--- config.mk ---
export PLATFORM = sky130hd
export DESIGN_NAME = shift_swap_logic_unit
export DESIGN_NICKNAME = d
export VERILOG_FILES = /design/src/shared/shift_swap_pkg.sv /design/src/verilog/state_timing.sv /design/src/verilog/shift_swap_logic_unit.sv
export SDC_FILE = /design/constraint.sdc
export NUM_CORES = 1
export LEC_CHECK = 0
export BUFFER_PORTS_ARGS = -buffer_cell sky130_fd_sc_hd__buf_2
export CAP_MARGIN = 25
export CORE_ASPECT_RATIO = 0.6
export CORE_MARGIN = 5
export CORE_UTILIZATION = 54
export CTS_CLUSTER_SIZE = 24
export DETAILED_ROUTE_END_ITERATION = 7
export PLACE_DENSITY = 0.84
export SLEW_MARGIN = 40
export SYNTH_ARGS = -nofsm -noshare
export SYNTH_HDL_FRONTEND = slang
export SYNTH_SLANG_ARGS = --single-unit
export TNS_END_PERCENT = 1
--- constraint.sdc ---
create_clock -name clk_sys -period 3.9 [get_ports clk_sys]
set_clock_uncertainty 0.15 [all_clocks]
set_input_delay 0 -clock clk_sys [delete_from_list [all_inputs] [get_ports clk_sys]]
set_output_delay 0 -clock clk_sys [all_outputs]
set_load 0.005 [all_outputs]
--- src/shared/shift_swap_pkg.sv ---
// Constants, types and helper functions of the shift and swap unit
package shift_swap_pkg;

	// ----------------------------------------
	// Widths
	// ----------------------------------------
	localparam int DATA_W = 16;
	localparam int WAIT_W = 4;
	localparam int CNT_W = 6;
	localparam int BYTE_MSB = 7;
	localparam int WORD_MSB = 15;

	// ----------------------------------------
	// Types
	// ----------------------------------------
	typedef enum logic [1:0] {op_sll, op_sra, op_srl, op_swap} op_type;
	typedef enum logic [2:0] {cls_none, cls_first, cls_second, cls_single, cls_rmw} class_type;
	typedef enum logic [1:0] {tgt_reg, tgt_port, tgt_sfr, tgt_ext} target_type;

	// ----------------------------------------
	// Encoding lengths and state counts
	// ----------------------------------------
	localparam logic [1:0] SHIFT_BYTES_BIN = 2'h3;
	localparam logic [1:0] SHIFT_BYTES_SRC = 2'h2;
	localparam logic [1:0] SWAP_BYTES = 2'h1;
	localparam logic [5:0] SHIFT_STATES_BIN = 6'h02;
	localparam logic [5:0] SHIFT_STATES_SRC = 6'h01;
	localparam logic [5:0] SWAP_STATES = 6'h02;
	localparam logic [5:0] FIRST_PORT_ADD = 6'h01;
	localparam logic [5:0] FIRST_SFR_ADD = 6'h02;
	localparam logic [5:0] SECOND_PORT_ADD = 6'h02;
	localparam logic [5:0] SECOND_SFR_ADD = 6'h03;
	localparam logic [5:0] EXT_OFFSET = 6'h02;
	localparam logic [CNT_W-1:0] RESET_STATES = 6'h01;

	// Extra states for the operand location and timing class
	function automatic logic [5:0] extra_states(
		input class_type cls,
		input target_type tgt,
		input logic [WAIT_W-1:0] waits
	);
		logic [5:0] ext_once;
		ext_once = {2'h0, waits} + EXT_OFFSET;
		extra_states = 6'h00;
		if (cls == cls_first && tgt == tgt_port)
			extra_states = FIRST_PORT_ADD;
		else if (cls == cls_first && tgt == tgt_sfr)
			extra_states = FIRST_SFR_ADD;
		else if (cls == cls_second && tgt == tgt_port)
			extra_states = SECOND_PORT_ADD;
		else if (cls == cls_second && tgt == tgt_sfr)
			extra_states = SECOND_SFR_ADD;
		else if (cls == cls_single && tgt == tgt_ext)
			extra_states = ext_once;
		else if (cls == cls_rmw && tgt == tgt_ext)
			extra_states = {ext_once[4:0], 1'b0};
	endfunction : extra_states

	// Base states and bytes of an operation in the given encoding mode
	function automatic logic [5:0] base_states(input op_type op, input logic binary_mode);
		if (op == op_swap)
			base_states = SWAP_STATES;
		else
			base_states = binary_mode ? SHIFT_STATES_BIN : SHIFT_STATES_SRC;
	endfunction : base_states

	function automatic logic [1:0] op_bytes(input op_type op, input logic binary_mode);
		if (op == op_swap)
			op_bytes = SWAP_BYTES;
		else
			op_bytes = binary_mode ? SHIFT_BYTES_BIN : SHIFT_BYTES_SRC;
	endfunction : op_bytes

endpackage : shift_swap_pkg

--- src/verilog/state_timing.sv ---
// State count calculator for one accepted operation
`timescale 1ns/1ps
module state_timing
	import shift_swap_pkg::*;
(
	input logic clk_sys,
	input logic reset,
	input logic load,
	input op_type op,
	input logic binary_mode,
	input class_type acc_class,
	input target_type target,
	input logic [WAIT_W-1:0] wait_states,
	output logic [CNT_W-1:0] base_states_ff,
	output logic [CNT_W-1:0] total_states_ff
);

	// ----------------------------------------
	// Registered counts, held until the next load
	// ----------------------------------------
	// Registered so the long add chain stays off the control path
	always_ff @(posedge clk_sys)
	begin
		if (reset)
		begin
			base_states_ff <= RESET_STATES;
			total_states_ff <= RESET_STATES;
		end
		else if (load)
		begin
			base_states_ff <= base_states(op, binary_mode);
			total_states_ff <= base_states(op, binary_mode)
				+ extra_states(acc_class, target, wait_states);
		end
	end

	// ----------------------------------------
	// Checks
	// ----------------------------------------
	chk_shift_base_states: assert property (@(posedge clk_sys) disable iff (reset)
		load && op != op_swap |=> base_states_ff == ($past(binary_mode) ? 6'h02 : 6'h01))
		else $error("shift base state count wrong");
	chk_first_class_add: assert property (@(posedge clk_sys) disable iff (reset)
		load && acc_class == cls_first && target != tgt_reg && target != tgt_ext
		|=> total_states_ff - base_states_ff == ($past(target) == tgt_port ? 6'h01 : 6'h02))
		else $error("first class extra states wrong");
	chk_second_class_add: assert property (@(posedge clk_sys) disable iff (reset)
		load && acc_class == cls_second && target != tgt_reg && target != tgt_ext
		|=> total_states_ff - base_states_ff == ($past(target) == tgt_port ? 6'h02 : 6'h03))
		else $error("second class extra states wrong");
	chk_single_ext_add: assert property (@(posedge clk_sys) disable iff (reset)
		load && acc_class == cls_single && target == tgt_ext
		|=> total_states_ff == base_states_ff + {2'h0, $past(wait_states)} + 6'h02)
		else $error("single access external extension wrong");
	chk_rmw_ext_add: assert property (@(posedge clk_sys) disable iff (reset)
		load && acc_class == cls_rmw && target == tgt_ext
		|=> total_states_ff == base_states_ff + 6'h04 + {1'b0, $past(wait_states), 1'b0})
		else $error("read modify write external extension wrong");

endmodule : state_timing

--- src/verilog/shift_swap_logic_unit.sv ---
// Shift and nibble swap execution unit with state timing
// Behaviour
// - Left shift: zero in, msb to carry
// - Arithmetic right: msb kept, bit0 to carry
// - Logical right: msb cleared, bit0 to carry
// - Swap accumulator nibbles; one byte, two states
// - Shifts: binary 3 bytes/2, source 2/1
// - First class: port +1, peripheral +2
// - Second class: port +2, peripheral +3
// - Single access external: add wait plus two
// - Read-modify-write external: twice wait plus four
`timescale 1ns/1ps
module shift_swap_logic_unit
	import shift_swap_pkg::*;
(
	input logic clk_sys,
	input logic reset,
	input logic start,
	input op_type op,
	input logic word_op,
	input logic binary_mode,
	input class_type acc_class,
	input target_type target,
	input logic [WAIT_W-1:0] wait_states,
	input logic [DATA_W-1:0] operand_in,
	input logic [7:0] accumulator,
	input logic carry_in,
	output logic [DATA_W-1:0] result_ff,
	output logic carry_flag_ff,
	output logic [1:0] byte_count_ff,
	output logic busy_ff,
	output logic done_ff
);

	typedef enum logic {st_idle, st_exec} fsm_type;

	fsm_type state_ff;
	fsm_type nxt_state;
	logic [CNT_W-1:0] elapsed_ff;
	logic [CNT_W-1:0] base_states_ff;
	logic [CNT_W-1:0] total_states_ff;
	logic accept;
	logic last_state;
	logic [DATA_W-1:0] nxt_result;
	logic nxt_carry;
	logic [DATA_W-1:0] prev_operand_ff;
	logic [7:0] prev_accumulator_ff;
	logic [CNT_W-1:0] busy_run_ff;

	// Requests while busy are ignored; the core control never overlaps them
	assign accept = start && state_ff == st_idle;
	assign last_state = state_ff == st_exec && elapsed_ff == total_states_ff;

	// ----------------------------------------
	// Timing calculator
	// ----------------------------------------
	state_timing i_state_timing (
		.clk_sys(clk_sys),
		.reset(reset),
		.load(accept),
		.op(op),
		.binary_mode(binary_mode),
		.acc_class(acc_class),
		.target(target),
		.wait_states(wait_states),
		.base_states_ff(base_states_ff),
		.total_states_ff(total_states_ff)
	);

	// ----------------------------------------
	// Datapath
	// ----------------------------------------
	// Byte operands keep the upper byte zero so the output is defined
	always_comb
	begin
		nxt_result = result_ff;
		nxt_carry = carry_flag_ff;
		unique case (op)
			op_sll:
			begin
				if (word_op)
				begin
					nxt_result = {operand_in[WORD_MSB-1:0], 1'b0};
					nxt_carry = operand_in[WORD_MSB];
				end
				else
				begin
					nxt_result = {8'h00, operand_in[BYTE_MSB-1:0], 1'b0};
					nxt_carry = operand_in[BYTE_MSB];
				end
			end
			op_sra:
			begin
				if (word_op)
					nxt_result = {operand_in[WORD_MSB], operand_in[WORD_MSB:1]};
				else
					nxt_result = {8'h00, operand_in[BYTE_MSB], operand_in[BYTE_MSB:1]};
				nxt_carry = operand_in[0];
			end
			op_srl:
			begin
				if (word_op)
					nxt_result = {1'b0, operand_in[WORD_MSB:1]};
				else
					nxt_result = {8'h00, 1'b0, operand_in[BYTE_MSB:1]};
				nxt_carry = operand_in[0];
			end
			op_swap:
			begin
				nxt_result = {8'h00, accumulator[3:0], accumulator[7:4]};
				nxt_carry = carry_in; // Swap leaves carry alone
			end
		endcase
	end

	// Result and carry latch at acceptance and stand until the next one
	always_ff @(posedge clk_sys)
	begin
		if (reset)
		begin
			result_ff <= 16'h0000;
			carry_flag_ff <= 1'b0;
			byte_count_ff <= 2'h0;
		end
		else if (accept)
		begin
			result_ff <= nxt_result;
			carry_flag_ff <= nxt_carry;
			byte_count_ff <= op_bytes(op, binary_mode);
		end
	end

	// ----------------------------------------
	// State sequencer
	// ----------------------------------------
	always_comb
	begin
		nxt_state = state_ff;
		unique case (state_ff)
			st_idle:
				if (start)
					nxt_state = st_exec;
			st_exec:
				if (last_state)
					nxt_state = st_idle;
		endcase
	end

	// One clock per state; done rises in the clock after the last state
	always_ff @(posedge clk_sys)
	begin
		if (reset)
		begin
			state_ff <= st_idle;
			elapsed_ff <= RESET_STATES;
			busy_ff <= 1'b0;
			done_ff <= 1'b0;
		end
		else
		begin
			state_ff <= nxt_state;
			busy_ff <= nxt_state == st_exec;
			done_ff <= last_state;
			if (accept)
				elapsed_ff <= RESET_STATES;
			else if (state_ff == st_exec)
				elapsed_ff <= elapsed_ff + 6'h01;
		end
	end

	// ----------------------------------------
	// Check helpers
	// ----------------------------------------
	// One-cycle-old copies of the inputs, so checks can slice them after the accept edge
	always_ff @(posedge clk_sys)
	begin
		prev_operand_ff <= operand_in;
		prev_accumulator_ff <= accumulator;
	end

	// Busy cycles counted apart from the sequencer, so a wrong stop point shows up
	always_ff @(posedge clk_sys)
	begin
		if (reset)
			busy_run_ff <= 6'h00;
		else if (busy_ff)
			busy_run_ff <= busy_run_ff + 6'h01;
		else
			busy_run_ff <= 6'h00;
	end

	// ----------------------------------------
	// Checks
	// ----------------------------------------
	chk_sll_byte_result: assert property (@(posedge clk_sys) disable iff (reset)
		accept && op == op_sll && !word_op
		|=> result_ff[7:0] == {prev_operand_ff[6:0], 1'b0}
			&& carry_flag_ff == prev_operand_ff[7])
		else $error("byte left shift wrong");
	chk_sra_word_result: assert property (@(posedge clk_sys) disable iff (reset)
		accept && op == op_sra && word_op
		|=> result_ff == {prev_operand_ff[15], prev_operand_ff[15:1]}
			&& carry_flag_ff == prev_operand_ff[0])
		else $error("word arithmetic right shift wrong");
	chk_srl_result: assert property (@(posedge clk_sys) disable iff (reset)
		accept && op == op_srl && !word_op
		|=> result_ff[7] == 1'b0 && result_ff[6:0] == prev_operand_ff[7:1]
			&& carry_flag_ff == prev_operand_ff[0])
		else $error("byte logical right shift wrong");
	chk_sll_word_msb: assert property (@(posedge clk_sys) disable iff (reset)
		accept && op == op_sll && word_op |=> carry_flag_ff == prev_operand_ff[15])
		else $error("word shift carry not from bit 15");
	chk_byte_upper_zero: assert property (@(posedge clk_sys) disable iff (reset)
		accept && !word_op && op != op_swap |=> result_ff[15:8] == 8'h00)
		else $error("byte result upper byte not zero");
	chk_swap_timing: assert property (@(posedge clk_sys) disable iff (reset)
		accept && op == op_swap && acc_class == cls_none
		|=> result_ff[7:0] == {prev_accumulator_ff[3:0], prev_accumulator_ff[7:4]}
			&& byte_count_ff == 2'h1 && busy_ff
			##1 busy_ff && !done_ff ##1 done_ff && !busy_ff)
		else $error("swap result or timing wrong");
	chk_shift_src_timing: assert property (@(posedge clk_sys) disable iff (reset)
		accept && op != op_swap && !binary_mode && acc_class == cls_none
		|=> byte_count_ff == 2'h2 && done_ff == 1'b0 ##0 busy_ff ##1 done_ff && !busy_ff)
		else $error("source mode shift timing wrong");
	chk_done_after_total: assert property (@(posedge clk_sys) disable iff (reset)
		done_ff |-> busy_run_ff == total_states_ff)
		else $error("done not at counted state total");

endmodule : shift_swap_logic_unit

## Yosys cells after proc, flatten, opt, wreduce, memory -nomap -nowiden

Index checks and enable logic that the tools add are counted.

| word-level totals | value |
|---|---|
| logic and storage cells | 56 |
| input port bits | 41 |
| output and inout port bits | 21 |
| register bits after elaboration | 33 |

| operators by class | value |
|---|---|
| equal/unequal tests | 11 |
| reduce and logical (&&, ||, !) cells | 11 |
| $add $sub $neg | 3 |
| bitwise operators | 1 |
| mux-type cells | 23 |

Operators with widths:

| cell | number |
|---|---|
| 2-to-1 mux 6 bit | 11 |
| case mux 16 bit (4 select lines) | 1 |
| 2-to-1 mux 16 bit | 2 |
| 2-to-1 mux 15 bit | 1 |
| equality test 2 bit, second input constant | 4 |
| logical AND 1 bit | 8 |
| adder 6 x 1 -> 6 bit, second input constant | 1 |
| adder 6 bit | 1 |
| equality test 3 x 2 -> 1 bit, second input constant | 2 |
| equality test 6 bit | 1 |
| adder 4 x 2 -> 5 bit, second input constant | 1 |
| equality test 2 x 1 -> 1 bit, second input constant | 2 |
| 2-to-1 mux 1 bit | 4 |
| 2-to-1 mux 2 bit | 2 |
| OR reduction 2 bit | 2 |
| equality test 3 x 1 -> 1 bit, second input constant | 1 |
| equality test 3 bit, second input constant | 1 |
| case mux 1 bit (3 select lines) | 1 |
| zero test 2 bit | 1 |
| case mux 1 bit (2 select lines) | 1 |
| NOT 1 bit | 1 |

## Depth between registers and ports, before layout

Gate-level depths: netlist of run 1.

| depth | value |
|---|---|
| depth after elaboration | 11 |
| depth in mapped cells | 11 |
| depth with buffers taken out | 11 |

## Hierarchy

Synthesis of run 1 repeated with hierarchy kept, for this count alone.

| second synthesis, totals | value |
|---|---|
| cells, all modules | 254 |
| area total of the unflattened synthesis | 2143.3 um^2 |

Modules (own cells, without submodules):

| module | cells an instance | seq. area each (um^2) | area an instance (um^2) | times used |
|---|---|---|---|---|
| shift_swap_logic_unit | 171 | 540.5 | 1462.7 | 1 |
| state_timing | 83 | 160.2 | 680.7 | 1 |

## Worst setup path after synthesis of run 1

Ideal clock, no wire load.

| timing | value |
|---|---|
| kind | input -> register |
| from | input acc_class[1] |
| to | register i_state_timing.total_states_ff[3] |
| buffers on the path | 0 |
| cell stages on the path | 10 |
| setup slack | 1.949 ns |
| data required time | 3.617 ns |
| arrival time | 1.667 ns |
| setup time | 0.133 ns |
| cell sequence | or2_2 -> o21ai_0 -> o2bb2ai_1 -> a32oi_1 -> o21ai_0 -> ha_1 -> a21o_1 -> a21o_2 -> o21ai_0 -> a211oi_1 |

| between the ends | value |
|---|---|
| longest elaborated chain between the ends | 11 |
| elaborated cells between the ends (all ways) | 19 |
| classes of those cells | 1 x add/sub; 4 x eq/ne; 8 x mux; 6 x reduce/logical |

RTL lines:

| what | RTL line | text |
|---|---|---|
| start, declared | shift_swap_logic_unit.sv:22 | `input class_type acc_class,` |
| equality test 3 bit | shift_swap_pkg.sv:55 | `else if (cls == cls_rmw && tgt == tgt_ext)` |
| logical AND 1 bit | shift_swap_pkg.sv:55 |  |
| 2-to-1 mux 6 bit | shift_swap_pkg.sv:55 |  |
| 2-to-1 mux 6 bit | shift_swap_pkg.sv:53 | `else if (cls == cls_single && tgt == tgt_ext)` |
| 2-to-1 mux 6 bit | shift_swap_pkg.sv:51 | `else if (cls == cls_second && tgt == tgt_sfr)` |
| 2-to-1 mux 6 bit | shift_swap_pkg.sv:49 | `else if (cls == cls_second && tgt == tgt_port)` |
| 2-to-1 mux 6 bit | shift_swap_pkg.sv:47 | `else if (cls == cls_first && tgt == tgt_sfr)` |
| 2-to-1 mux 6 bit (*) | shift_swap_pkg.sv:45 | `if (cls == cls_first && tgt == tgt_port)` |
| 2-to-1 mux 6 bit (*) | state_timing.sv:29 | `else if (load)` |
| 2-to-1 mux 6 bit (*) | state_timing.sv:24 | `if (reset)` |
| adder 6 bit (*) | state_timing.sv:33 | `+ extra_states(acc_class, target, wait_states);` |
| end signal, assigned | state_timing.sv:32 | `total_states_ff <= base_states(op, binary_mode)` |
| end, declared | state_timing.sv:15 | `output logic [CNT_W-1:0] total_states_ff` |

Mark *: on every way between the ends. The rest lies on a longest branch, timed or not. The select of a mux whose other input is x is not followed.
A chain may end at the register's enable or synchronous reset.

## Final worst setup path of run 1

| timing | value |
|---|---|
| from | input op[0] |
| to | register result_ff[3] |

| between the ends | value |
|---|---|
| longest elaborated chain between the ends | 2 |
| elaborated cells between the ends (all ways) | 5 |
| classes of those cells | 3 x eq/ne; 1 x mux; 1 x reduce/logical |

RTL lines:

| what | RTL line | text |
|---|---|---|
| start, declared | shift_swap_logic_unit.sv:19 | `input op_type op,` |
| equality test 2 bit (tied with other cells) | shift_swap_logic_unit.sv:78 | `unique case (op)` |
| case mux 16 bit (4 select lines) (*) | shift_swap_logic_unit.sv:78 |  |
| end signal, assigned | shift_swap_logic_unit.sv:127 | `result_ff <= nxt_result;` |
| end, declared | shift_swap_logic_unit.sv:28 | `output logic [DATA_W-1:0] result_ff,` |

Mark *: on every way between the ends. The rest lies on a longest branch, timed or not.

==> impl_metrics.json, run 1 <==
{
  "nFillCells": 241,
  "synth_seq_area_share": 0.3492,
  "clk_pin_slew_ps": 70,
  "worstSetupPathType": "in2reg",
  "post-route-worst-setup-slack_ps": 1676,
  "drt-total-wl_mm": 5.556,
  "worst_pin_slew_ps": 853.5,
  "max_cap_viol_count": 0,
  "async_flop_share": 0,
  "cts.repair.resized": 0,
  "seqCellArea_sq_um": 660.6,
  "power_per_cell_area_mw_per_mm2": 324.1,
  "holdPathStages": 3,
  "postSynthNetCount": 275,
  "power_frac_comb": 0.231,
  "root_buffer": "sky130_fd_sc_hd__clkbuf_8",
  "worstSkewPairLatency_ps": 290,
  "finalWorstPathRequiredPeriod_ps": 2224,
  "power_frac_clock": 0.312,
  "reg2regPathDepth": 4,
  "synth_compound_area_frac": 0.2440,
  "multi_input_area_sq_mm": 0.001167,
  "via_count_of_the_first_global_routing_pass": 1848,
  "core_area_sq_mm": 0.003303,
  "fmax_mhz": 449.7,
  "number_of_vias_after_detailed_routing": 2088,
  "global_route_wire_length_before_repair_mm": 8.769,
  "starting_utilization_of_the_core_area": 0.5727,
  "slowest_stage": "sky130_fd_sc_hd__dlygate4sd3_1",
  "die_height_microns": 55.85,
  "gate_count_of_the_mapped_netlist": 225,
  "yosys_warns": 0,
  "leakagePower_uw": 0.001087,
  "via_count_normalized_by_instance_count": 5.983,
  "finalCritPeriodShare": 0.5702,
  "final_antenna_net_count": 0,
  "cp_data_arrival_time_ps": 2250,
  "io-pin-count": 62,
  "synth_top_family_by_area": "compound AO/OA/AOI/OAI gates",
  "synth_fa_ha_area_frac": 0.06944,
  "yosys.area_share.xor_xnor": 0.05093,
  "startpoint_type": "input pin",
  "ys_types": 46,
  "finalNonFillerCells": 349,
  "std_cell_rows": 16,
  "worstSetupEndpointType": "register",
  "maximum_clock_path_buffer_count": 2,
  "dp.final_hpwl_mm": 3.698,
  "ys.flop_type": "sky130_fd_sc_hd__dfxtp_1",
  "fin_hold_ws_ps": 11.59,
  "power_switching_share": 0.3029,
  "path_cells": "buf_2 > inv_1 > ha_1 > nor2_2 > a222oi_1 > dlygate4sd3_1 > a211oi_1",
  "r2r_start": "state_ff",
  "numCtsBuffers": 5,
  "die_w_microns": 86.41,
  "timing_max_transition_violations_final": 0,
  "worst-r2r-setup-slack_ps": 1950,
  "power_frac_seq": 0.457,
  "antenna_cells": 0,
  "timing.max_slew.rel_slack": 0.4310,
  "grt_start_max_net_pins": 36,
  "status": "finished, final reports clean",
  "timing_hold_violations_final": 0,
  "first_iter_violations": 131,
  "synth_enable_flop_cells": 0,
  "syn2layout_area_growth_pct": 33.66,
  "fin_area_sq_mm": 0.002529,
  "stage_delay_of_the_slowest_cell_on_the_critical_path_ps": 610,
  "postSynthRegisterBits": 33,
  "critPathMaxFanout": 23,
  "cts_tree": "done",
  "fraction_of_the_mapped_netlist_area_in_simple_logic_gates": 0.2335,
  "switching_power_uw": 248.2,
  "clock_sink_total": 33,
  "global_route.overflow_total": 0,
  "synth_area_sq_mm": 0.001892,
  "nets": 353,
  "rd_place_congestion": 0.8319,
  "timing.setup.tns_ps": 0,
  "max-vdd-ir-drop_mv": 0.2389,
  "grt.total_usage": 0.2282,
  "dpl_cell_area_sq_mm": 0.002210,
  "yosys-mux-area-fraction": 0.01653,
  "min-delay-start": "operand_in[3]",
  "drt_drc_violations_left": 0,
  "wl_per_cell_microns": 15.92,
  "p_int_uw": 571.3,
  "post-place-ws_ps": 1642,
  "place_inst": 318,
  "placement.io_buffers": 61,
  "die_area_sq_mm": 0.004826,
  "antenna_found_initial": 0,
  "worst_ep_required_time_ps": 3930,
  "setup-violations-final": 0,
  "layout-drive-gt1-share": 0.2697,
  "rsz0062_at_grt": "false",
  "post_synth.cell_area_avg_sq_um": 8.408,
  "reg2reg_to": "carry_flag_ff",
  "hold_class": "in2reg",
  "detailedRoute.firstPassIterationCount": 6,
  "htree_levels": 2,
  "min_to": "result_ff[4]"
}
layout make-up:
type / count / share of cell area
Clock buffer: 5 / 0.02721
Multi-Input combinational cell: 174 / 0.4617
Timing Repair Buffer: 85 / 0.2147
Sequential cell: 33 / 0.2613
Tap cell: 45 / 0.02227
Clock inverter: 3 / 0.006927
Inverter: 4 / 0.005938
routing by layer:
metal	part of all wire	up-vias	track usage	routed length, microns
met5	0	-	0	0
met4	0.021	0	0.07778	118
met3	0.077	18	0.06805	429
met2	0.45	94	0.3366	2494
met1	0.45	984	0.3146	2514
li1	-	992	-	-
cell usage in the layout, fill, tap and decap left out, drive strengths merged, types with 3 or more instances in the layout:
| cell | instances |
|---|---|
| xnor2 | 7 |
| inv | 4 |
| a21oi | 7 |
| clkbuf | 5 |
| o21ai | 9 |
| a211oi | 12 |
| dfxtp | 33 |
| or2 | 3 |
| ha | 8 |
| nor3 | 12 |
| nand4 | 4 |
| nor2 | 31 |
| xor2 | 4 |
| a22o | 7 |
| nand2 | 18 |
| nand3 | 4 |
| nand3b | 5 |
| a222oi | 5 |
| buf | 62 |
| a22oi | 8 |
| dlygate4sd3 | 23 |
power by group through the flow:
stage                     logic [uW]  clock network (uW)  registers, uW
after detailed placement         162                   0            381
after global placement           158                   0            380
after floorplan                  102                   0            377
after global routing             207                 278            376
after CTS                        183                 260            374
final                            189                 256            374
cell families after synthesis:
group,after synthesis
adder cells (fa/ha/maj),10
XOR/XNOR,11
buffers and inverters,18
flip-flops,33
AND/OR/NAND/NOR,89
AO/OA/AOI/OAI,61
multiplexers,3
sequential cells by signal, indices dropped and copies added (netlist names):
signal                          cells
elapsed_ff                          6
done_ff                             1
i_state_timing.total_states_ff      6
result_ff                          16
byte_count_ff                       2
carry_flag_ff                       1
state_ff                            1
timing repair:
action | 4_1_cts | 5_1_grt
hold endpoints to repair | 19 | 0
hold buffers | 23 | 0
endpoints found under the setup margin | 0 | 0
setup buffers | 0 | 0
metrics by stage:
stage / util / power (uW)
detailed placement: 0.6689 / 542.8
finish: 0.7655 / 819.5
floorplan: - / 478.8
global placement: 0.6689 / 538.6
global route: 0.7655 / 860.9
CTS: 0.7648 / 817.5
how the worst max path moves through the flow:
| stage | startpoint | to | depth (start not counted) | slack, ps |
|---|---|---|---|---|
| 6_report | op[0] | result_ff[3] | 7 | 1680 |
| 4_1_cts | op[0] | result_ff[3] | 7 | 1620 |
| 3_3_place_gp | acc_class[1] | i_state_timing.total_states_ff[3] | 11 | 1710 |
| 2_1_floorplan | acc_class[1] | i_state_timing.total_states_ff[3] | 10 | 1950 |
| 3_5_place_dp | acc_class[1] | i_state_timing.total_states_ff[3] | 11 | 1640 |
| 5_1_grt | op[0] | result_ff[14] | 8 | 1560 |
Yosys cell counts, types with 3 or more instances:
| cell type | number | area share |
|---|---|---|
| sky130_fd_sc_hd__nand3b_1 | 5 | 0.020 |
| sky130_fd_sc_hd__a222oi_1 | 5 | 0.026 |
| sky130_fd_sc_hd__nand3_1 | 4 | 0.011 |
| sky130_fd_sc_hd__a22o_1 | 7 | 0.032 |
| sky130_fd_sc_hd__or2_2 | 3 | 0.0099 |
| sky130_fd_sc_hd__clkbuf_1 | 11 | 0.022 |
| sky130_fd_sc_hd__xor2_1 | 4 | 0.019 |
| sky130_fd_sc_hd__a21oi_1 | 7 | 0.019 |
| sky130_fd_sc_hd__dfxtp_1 | 33 | 0.35 |
| sky130_fd_sc_hd__xnor2_1 | 7 | 0.032 |
| sky130_fd_sc_hd__nor3_1 | 12 | 0.032 |
| sky130_fd_sc_hd__a211oi_1 | 12 | 0.048 |
| sky130_fd_sc_hd__inv_1 | 4 | 0.0079 |
| sky130_fd_sc_hd__nor2_1 | 31 | 0.062 |
| sky130_fd_sc_hd__nand4_1 | 4 | 0.013 |
| sky130_fd_sc_hd__o21ai_0 | 9 | 0.024 |
| sky130_fd_sc_hd__ha_1 | 8 | 0.053 |
| sky130_fd_sc_hd__a22oi_1 | 8 | 0.032 |
| sky130_fd_sc_hd__nand2_1 | 18 | 0.036 |
critical path, delay by kind of cell:
family	cells	cell delay, ps
buffers and inverters	3	770
AND/OR/NAND/NOR	1	540
AO/OA/AOI/OAI	2	490
adder cells (fa/ha/maj)	1	440
Power figures use the tool's default switching activity.
==> inputs of run 2 (changes only) <==
CORE_UTILIZATION = 50   (was 54)
PLACE_DENSITY = 0.79   (was 0.84)
clock period = 2.25 ns   (was 3.9 ns; I/O delays follow)
==> run 2 against run 1 <==
Net effect:
- power increased by 74%
- combinational power increased by 81%
- critical endpoint is now i_state_timing.total_states_ff[3]
- largest power group unchanged
- largest cell class unchanged
- via count decreased by 1.8%
- sequential share of layout area decreased by 0.51 points
- routed wire length increased by 1.5%
- worst setup slack got worse by 1400 ps
==> impl_metrics.json, run 2 (synthesis results as in run 1) <==
{
  "power_per_cell_area_mw_per_mm2": 552.9,
  "min-delay-start": "operand_in[4]",
  "io-pin-count": 62,
  "finalWorstPathRequiredPeriod_ps": 1944,
  "final_common_cell": "sky130_fd_sc_hd__buf_2",
  "worst_ep_required_time_ps": 2250,
  "place_inst": 327,
  "rsz0062_at_grt": "false",
  "maximum_clock_path_buffer_count": 2,
  "timing.critical_path.from": "binary_mode",
  "starting_utilization_of_the_core_area": 0.5171,
  "biggestRegsByFlops": "result_ff x16, elapsed_ff x6, i_state_timing.total_states_ff x6",
  "rd_place_congestion": 0.8557,
  "slowest_stage": "sky130_fd_sc_hd__dlygate4sd3_1",
  "cp_data_arrival_time_ps": 1940,
  "number_of_vias_after_detailed_routing": 2050,
  "status": "finished, final reports clean",
  "layout-drive-gt1-share": 0.2797,
  "worst_pin_slew_ps": 634.4,
  "wl_per_cell_microns": 15.75,
  "cts.repair.resized": 0,
  "leakagePower_uw": 0.001119,
  "min_to": "result_ff[5]",
  "fin_hold_ws_ps": 16.49,
  "finalNonFillerCells": 358,
  "flip_flop_count_of_the_largest_register_after_layout": 16,
  "global_route_wire_length_before_repair_mm": 9.066,
  "hold_buffers": 23,
  "die_area_sq_mm": 0.005154,
  "die_height_microns": 57.65,
  "worstSkewPairLatency_ps": 290,
  "grt_start_max_net_pins": 36,
  "antenna_cells": 0,
  "regMostFlops": "result_ff",
  "hold_class": "in2reg",
  "drt-total-wl_mm": 5.637,
  "cts_tree": "done",
  "placement.io_buffers": 61,
  "nFillCells": 277,
  "max-vdd-ir-drop_mv": 0.4212,
  "fmax_mhz": 514.5,
  "grt.total_usage": 0.2297,
  "syn2layout_area_growth_pct": 36.31,
  "post-cts-setup-buffers": 0,
  "drt_drc_violations_left": 0,
  "worstSetupPathType": "in2reg",
  "global_route.overflow_total": 0,
  "timing.max_slew.rel_slack": 0.5771,
  "timing_hold_violations_final": 0,
  "worstSetupEndpointType": "register",
  "stage_delay_of_the_slowest_cell_on_the_critical_path_ps": 530,
  "finalCritPeriodShare": 0.8638,
  "nets": 360,
  "critical_path_buf_inv_count": 3,
  "worst-r2r-setup-slack_ps": 750,
  "r2r_start": "state_ff",
  "mostFrequentLayoutCells": "sky130_fd_sc_hd__buf_2 (61), sky130_fd_sc_hd__dfxtp_1 (33), sky130_fd_sc_hd__nor2_1 (31)",
  "timing_max_transition_violations_final": 0,
  "reg2regPathDepth": 4,
  "dp.final_hpwl_mm": 3.783,
  "detailedRoute.firstPassIterationCount": 7,
  "std_cell_rows": 17,
  "antenna_found_initial": 0,
  "timing.setup.tns_ps": 0,
  "die_w_microns": 89.41,
  "core_area_sq_mm": 0.003659,
  "max_cap_viol_count": 0,
  "fin_util": 0.7049,
  "critPathMaxFanout": 5,
  "startpoint_type": "input pin",
  "via_count_of_the_first_global_routing_pass": 1863,
  "holdPathStages": 3,
  "htree_levels": 2,
  "numCtsBuffers": 5,
  "root_buffer": "sky130_fd_sc_hd__clkbuf_8",
  "via_count_normalized_by_instance_count": 5.726,
  "setup-violations-final": 0,
  "final_antenna_net_count": 0,
  "clk_pin_slew_ps": 70,
  "worst_path_dominant_cell_family": "buffers and inverters",
  "reg2reg_to": "result_ff[8]",
  "first_iter_violations": 217,
  "clock_sink_total": 33,
  "path_cells": "dlygate4sd3_1 > buf_2 > nor2_1 > inv_1 > ha_1 > a21o_1 > a21o_2 > o21ai_0 > a211oi_1"
}
==> run 2: changes by cell type in the layout (fill, tap and decap cells not counted), sizes merged <==
cell / delta
buf: +7
==> run 2: worst max-delay path by stage <==
stage                                   endpoint  slack (ps)  cells past startpoint
2_1_floorplan  i_state_timing.total_states_ff[3]         300                     10
3_3_place_gp   i_state_timing.total_states_ff[3]         150                     11
3_5_place_dp   i_state_timing.total_states_ff[3]          50                     11
4_1_cts        i_state_timing.total_states_ff[3]         350                      9
5_1_grt        i_state_timing.total_states_ff[3]         180                     11
6_report       i_state_timing.total_states_ff[3]         310                      9
==> run 2: tightest hold or removal path, delay by kind of cell <==
family	cells	cell delay (ps)
AOI/OAI and AO/OA	2	310
buffers and inverters	1	90
==> run 2: report_power, final <==
group / leakage (uW) / total [uW] / internal [uW] / switching (uW)
clock: 0.0000439 / 437 / 213 / 223
combinational: 0.000805 / 342 / 167 / 174
sequential: 0.000270 / 647 / 620 / 27.9
total: 0.00112 / 1430 / 1000 / 426
==> run 2: final cells by class <==
| class | instances | area (sq um) | area share |
|---|---|---|---|
| clock buffer | 5 | 68.82 | 0.02669 |
| clock inverter | 3 | 17.52 | 0.006793 |
| inverter | 4 | 15.01 | 0.005822 |
| multi-input combinational | 174 | 1162 | 0.4508 |
| sequential | 33 | 660.6 | 0.2562 |
| tap | 47 | 58.81 | 0.02280 |
| timing repair buffer | 92 | 595.6 | 0.2310 |
==> run 2: per-stage QoR <==
stage | cell area (sq um) | power, uW | setup slack, ps
floorplan | 1892 | 829.8 | 299.2
global placement | 2262 | 947.4 | 154.6
detailed placement | 2262 | 952.6 | 48.64
CTS | 2579 | 1425 | 352.0
global route | 2579 | 1510 | 180.6
finish | 2579 | 1426 | 306.5
==> run 2: metal layers <==
layer / track usage / wire length [microns]
met5: 0 / 0
met4: 0.1104 / 156
met3: 0.07386 / 545
met2: 0.3085 / 2310
met1: 0.3284 / 2624
==> inputs of run 3 (changes only) <==
CORE_UTILIZATION = 52   (was 50)
PLACE_DENSITY = 0.8   (was 0.79)
SYNTH_HIERARCHICAL = 1   (was not set)
==> run 3 against run 2 <==
Net effect:
- routed wire length up 6.5%
- synthesized cell count up 8.0%
- global-route usage down 0.26 points
- worst setup slack worse by 240 ps
- core utilization up 0.30 points
- combinational power about the same
- largest cell class unchanged
==> impl_metrics.json, run 3 <==
{
  "cp_data_arrival_time_ps": 2270,
  "antenna_found_initial": 0,
  "switching_power_uw": 439.9,
  "wl_per_cell_microns": 16.27,
  "global_route.overflow_total": 0,
  "power_frac_comb": 0.239,
  "finalCritPeriodShare": 0.9717,
  "post-route-worst-setup-slack_ps": 63.65,
  "holdPathStages": 4,
  "synth_area_sq_mm": 0.002048,
  "root_buffer": "sky130_fd_sc_hd__clkbuf_8",
  "cts_tree": "done",
  "maximum_clock_path_buffer_count": 2,
  "io-pin-count": 62,
  "reg2regPathDepth": 6,
  "worstSkewPairLatency_ps": 290,
  "postSynthNetCount": 295,
  "first_iter_violations": 186,
  "via_count_normalized_by_instance_count": 5.778,
  "fin_util": 0.7079,
  "mostFrequentLayoutCells": "sky130_fd_sc_hd__buf_2 (61), sky130_fd_sc_hd__dfxtp_1 (32), sky130_fd_sc_hd__nand2_1 (24)",
  "global_route_wire_length_before_repair_mm": 9.604,
  "dp.final_hpwl_mm": 4.166,
  "die_height_microns": 58.62,
  "starting_utilization_of_the_core_area": 0.5471,
  "post_synth.cell_area_avg_sq_um": 8.429,
  "drt-total-wl_mm": 6.005,
  "nets": 373,
  "yosys_warns": 6,
  "htree_levels": 2,
  "numCtsBuffers": 5,
  "power_switching_share": 0.3079,
  "grt.total_usage": 0.2272,
  "gate_count_of_the_mapped_netlist": 243,
  "max_cap_viol_count": 0,
  "rsz0062_at_grt": "false",
  "timing_max_transition_violations_final": 0,
  "place_inst": 341,
  "seqCellArea_sq_um": 661.9,
  "power_frac_clock": 0.309,
  "drt_drc_violations_left": 0,
  "rd_place_congestion": 0.8516,
  "multi_input_area_sq_mm": 0.001277,
  "die_w_microns": 91.03,
  "final_common_cell": "sky130_fd_sc_hd__buf_2",
  "clk_pin_slew_ps": 70,
  "max-vdd-ir-drop_mv": 0.3451,
  "hold_class": "in2reg",
  "power_per_cell_area_mw_per_mm2": 539.2,
  "finalWorstPathRequiredPeriod_ps": 2186,
  "finalNonFillerCells": 369,
  "worstSetupPathType": "reg2reg",
  "via_count_of_the_first_global_routing_pass": 2039,
  "layout-drive-gt1-share": 0.2702,
  "critPathMaxFanout": 22,
  "die_area_sq_mm": 0.005335,
  "antenna_cells": 0,
  "p_int_uw": 989.0,
  "post-place-ws_ps": -126.3,
  "startpoint_type": "register",
  "std_cell_rows": 17,
  "detailedRoute.firstPassIterationCount": 4,
  "clock_sink_total": 33,
  "grt_start_max_net_pins": 27,
  "regMostFlops": "result_ff",
  "setup-violations-final": 0,
  "timing.max_slew.rel_slack": 0.6373,
  "flip_flop_count_of_the_largest_register_after_layout": 16,
  "timing_hold_violations_final": 0,
  "biggestRegsByFlops": "result_ff x16, elapsed_ff x6, i_state_timing/total_states_ff x6",
  "power_frac_seq": 0.451,
  "number_of_vias_after_detailed_routing": 2132,
  "worstSetupEndpointType": "register",
  "worst_ep_required_time_ps": 2330,
  "fmax_mhz": 457.4,
  "nFillCells": 285,
  "final_antenna_net_count": 0,
  "status": "finished, final reports clean",
  "syn2layout_area_growth_pct": 29.38,
  "core_area_sq_mm": 0.003744,
  "fin_hold_ws_ps": 2.278,
  "leakagePower_uw": 0.001188,
  "placement.io_buffers": 61,
  "worst_pin_slew_ps": 539.8
}
-- run 3: layer usage --
metal	track usage	vias to the layer above	routed length, microns
met4	0.09623	0	140
met5	0	-	0
met1	0.3109	981	2746
met3	0.06769	18	524
li1	-	1033	-
met2	0.3347	100	2594
-- run 3: power groups by stage --
| stage | Clock, uW | Combinational (uW) | Sequential [uW] |
|---|---|---|---|
| global route | 482 | 375 | 649 |
| finish | 442 | 342 | 645 |
| detailed placement | 0 | 304 | 657 |
| floorplan | 0 | 201 | 649 |
| CTS | 448 | 331 | 644 |
| global placement | 0 | 294 | 656 |
-- run 3: worst paths after layout --
check                                     from             to  slack [ps]
worst max-delay path                  state_ff  result_ff[13]          60
worst min-delay path            accumulator[1]   result_ff[5]           2
worst max register to register        state_ff  result_ff[13]          60
worst min register to register    result_ff[1]   result_ff[1]         310
-- run 3: stage by stage --
stage               area, sq um  power [uW]  TNS [ps]
global placement           2359       949.7         0
detailed placement         2359       961.2    -126.3
CTS                        2645        1423         0
finish                     2650        1429         0
floorplan                  2048       849.9         0
global route               2650        1506         0
-- run 3: layout make-up --
| cell class | instances | area share |
|---|---|---|
| clock buffer | 5 | 0.02597 |
| clock inverter | 3 | 0.006610 |
| inverter | 8 | 0.01133 |
| multi-input combinational | 188 | 0.4821 |
| sequential | 33 | 0.2498 |
| tap | 47 | 0.02219 |
| timing repair buffer | 85 | 0.2021 |
-- run 3: worst max-delay path: stages, from the launching register on --
cell                            delay (ps)
sky130_fd_sc_hd__dfxtp_2               380
sky130_fd_sc_hd__nand2b_4              160
sky130_fd_sc_hd__buf_4                 220
sky130_fd_sc_hd__nor2_1                290
sky130_fd_sc_hd__o2111ai_1             190
sky130_fd_sc_hd__a21oi_1               170
sky130_fd_sc_hd__dlygate4sd3_1         570
-- run 3: repair_timing --
item / in CTS / in global routing
buffers inserted: 0 / 0
hold endpoints to repair: 16 / 0
hold buffers: 20 / 0
endpoints found under the setup margin: 0 / 3
resized for setup: 0 / 2
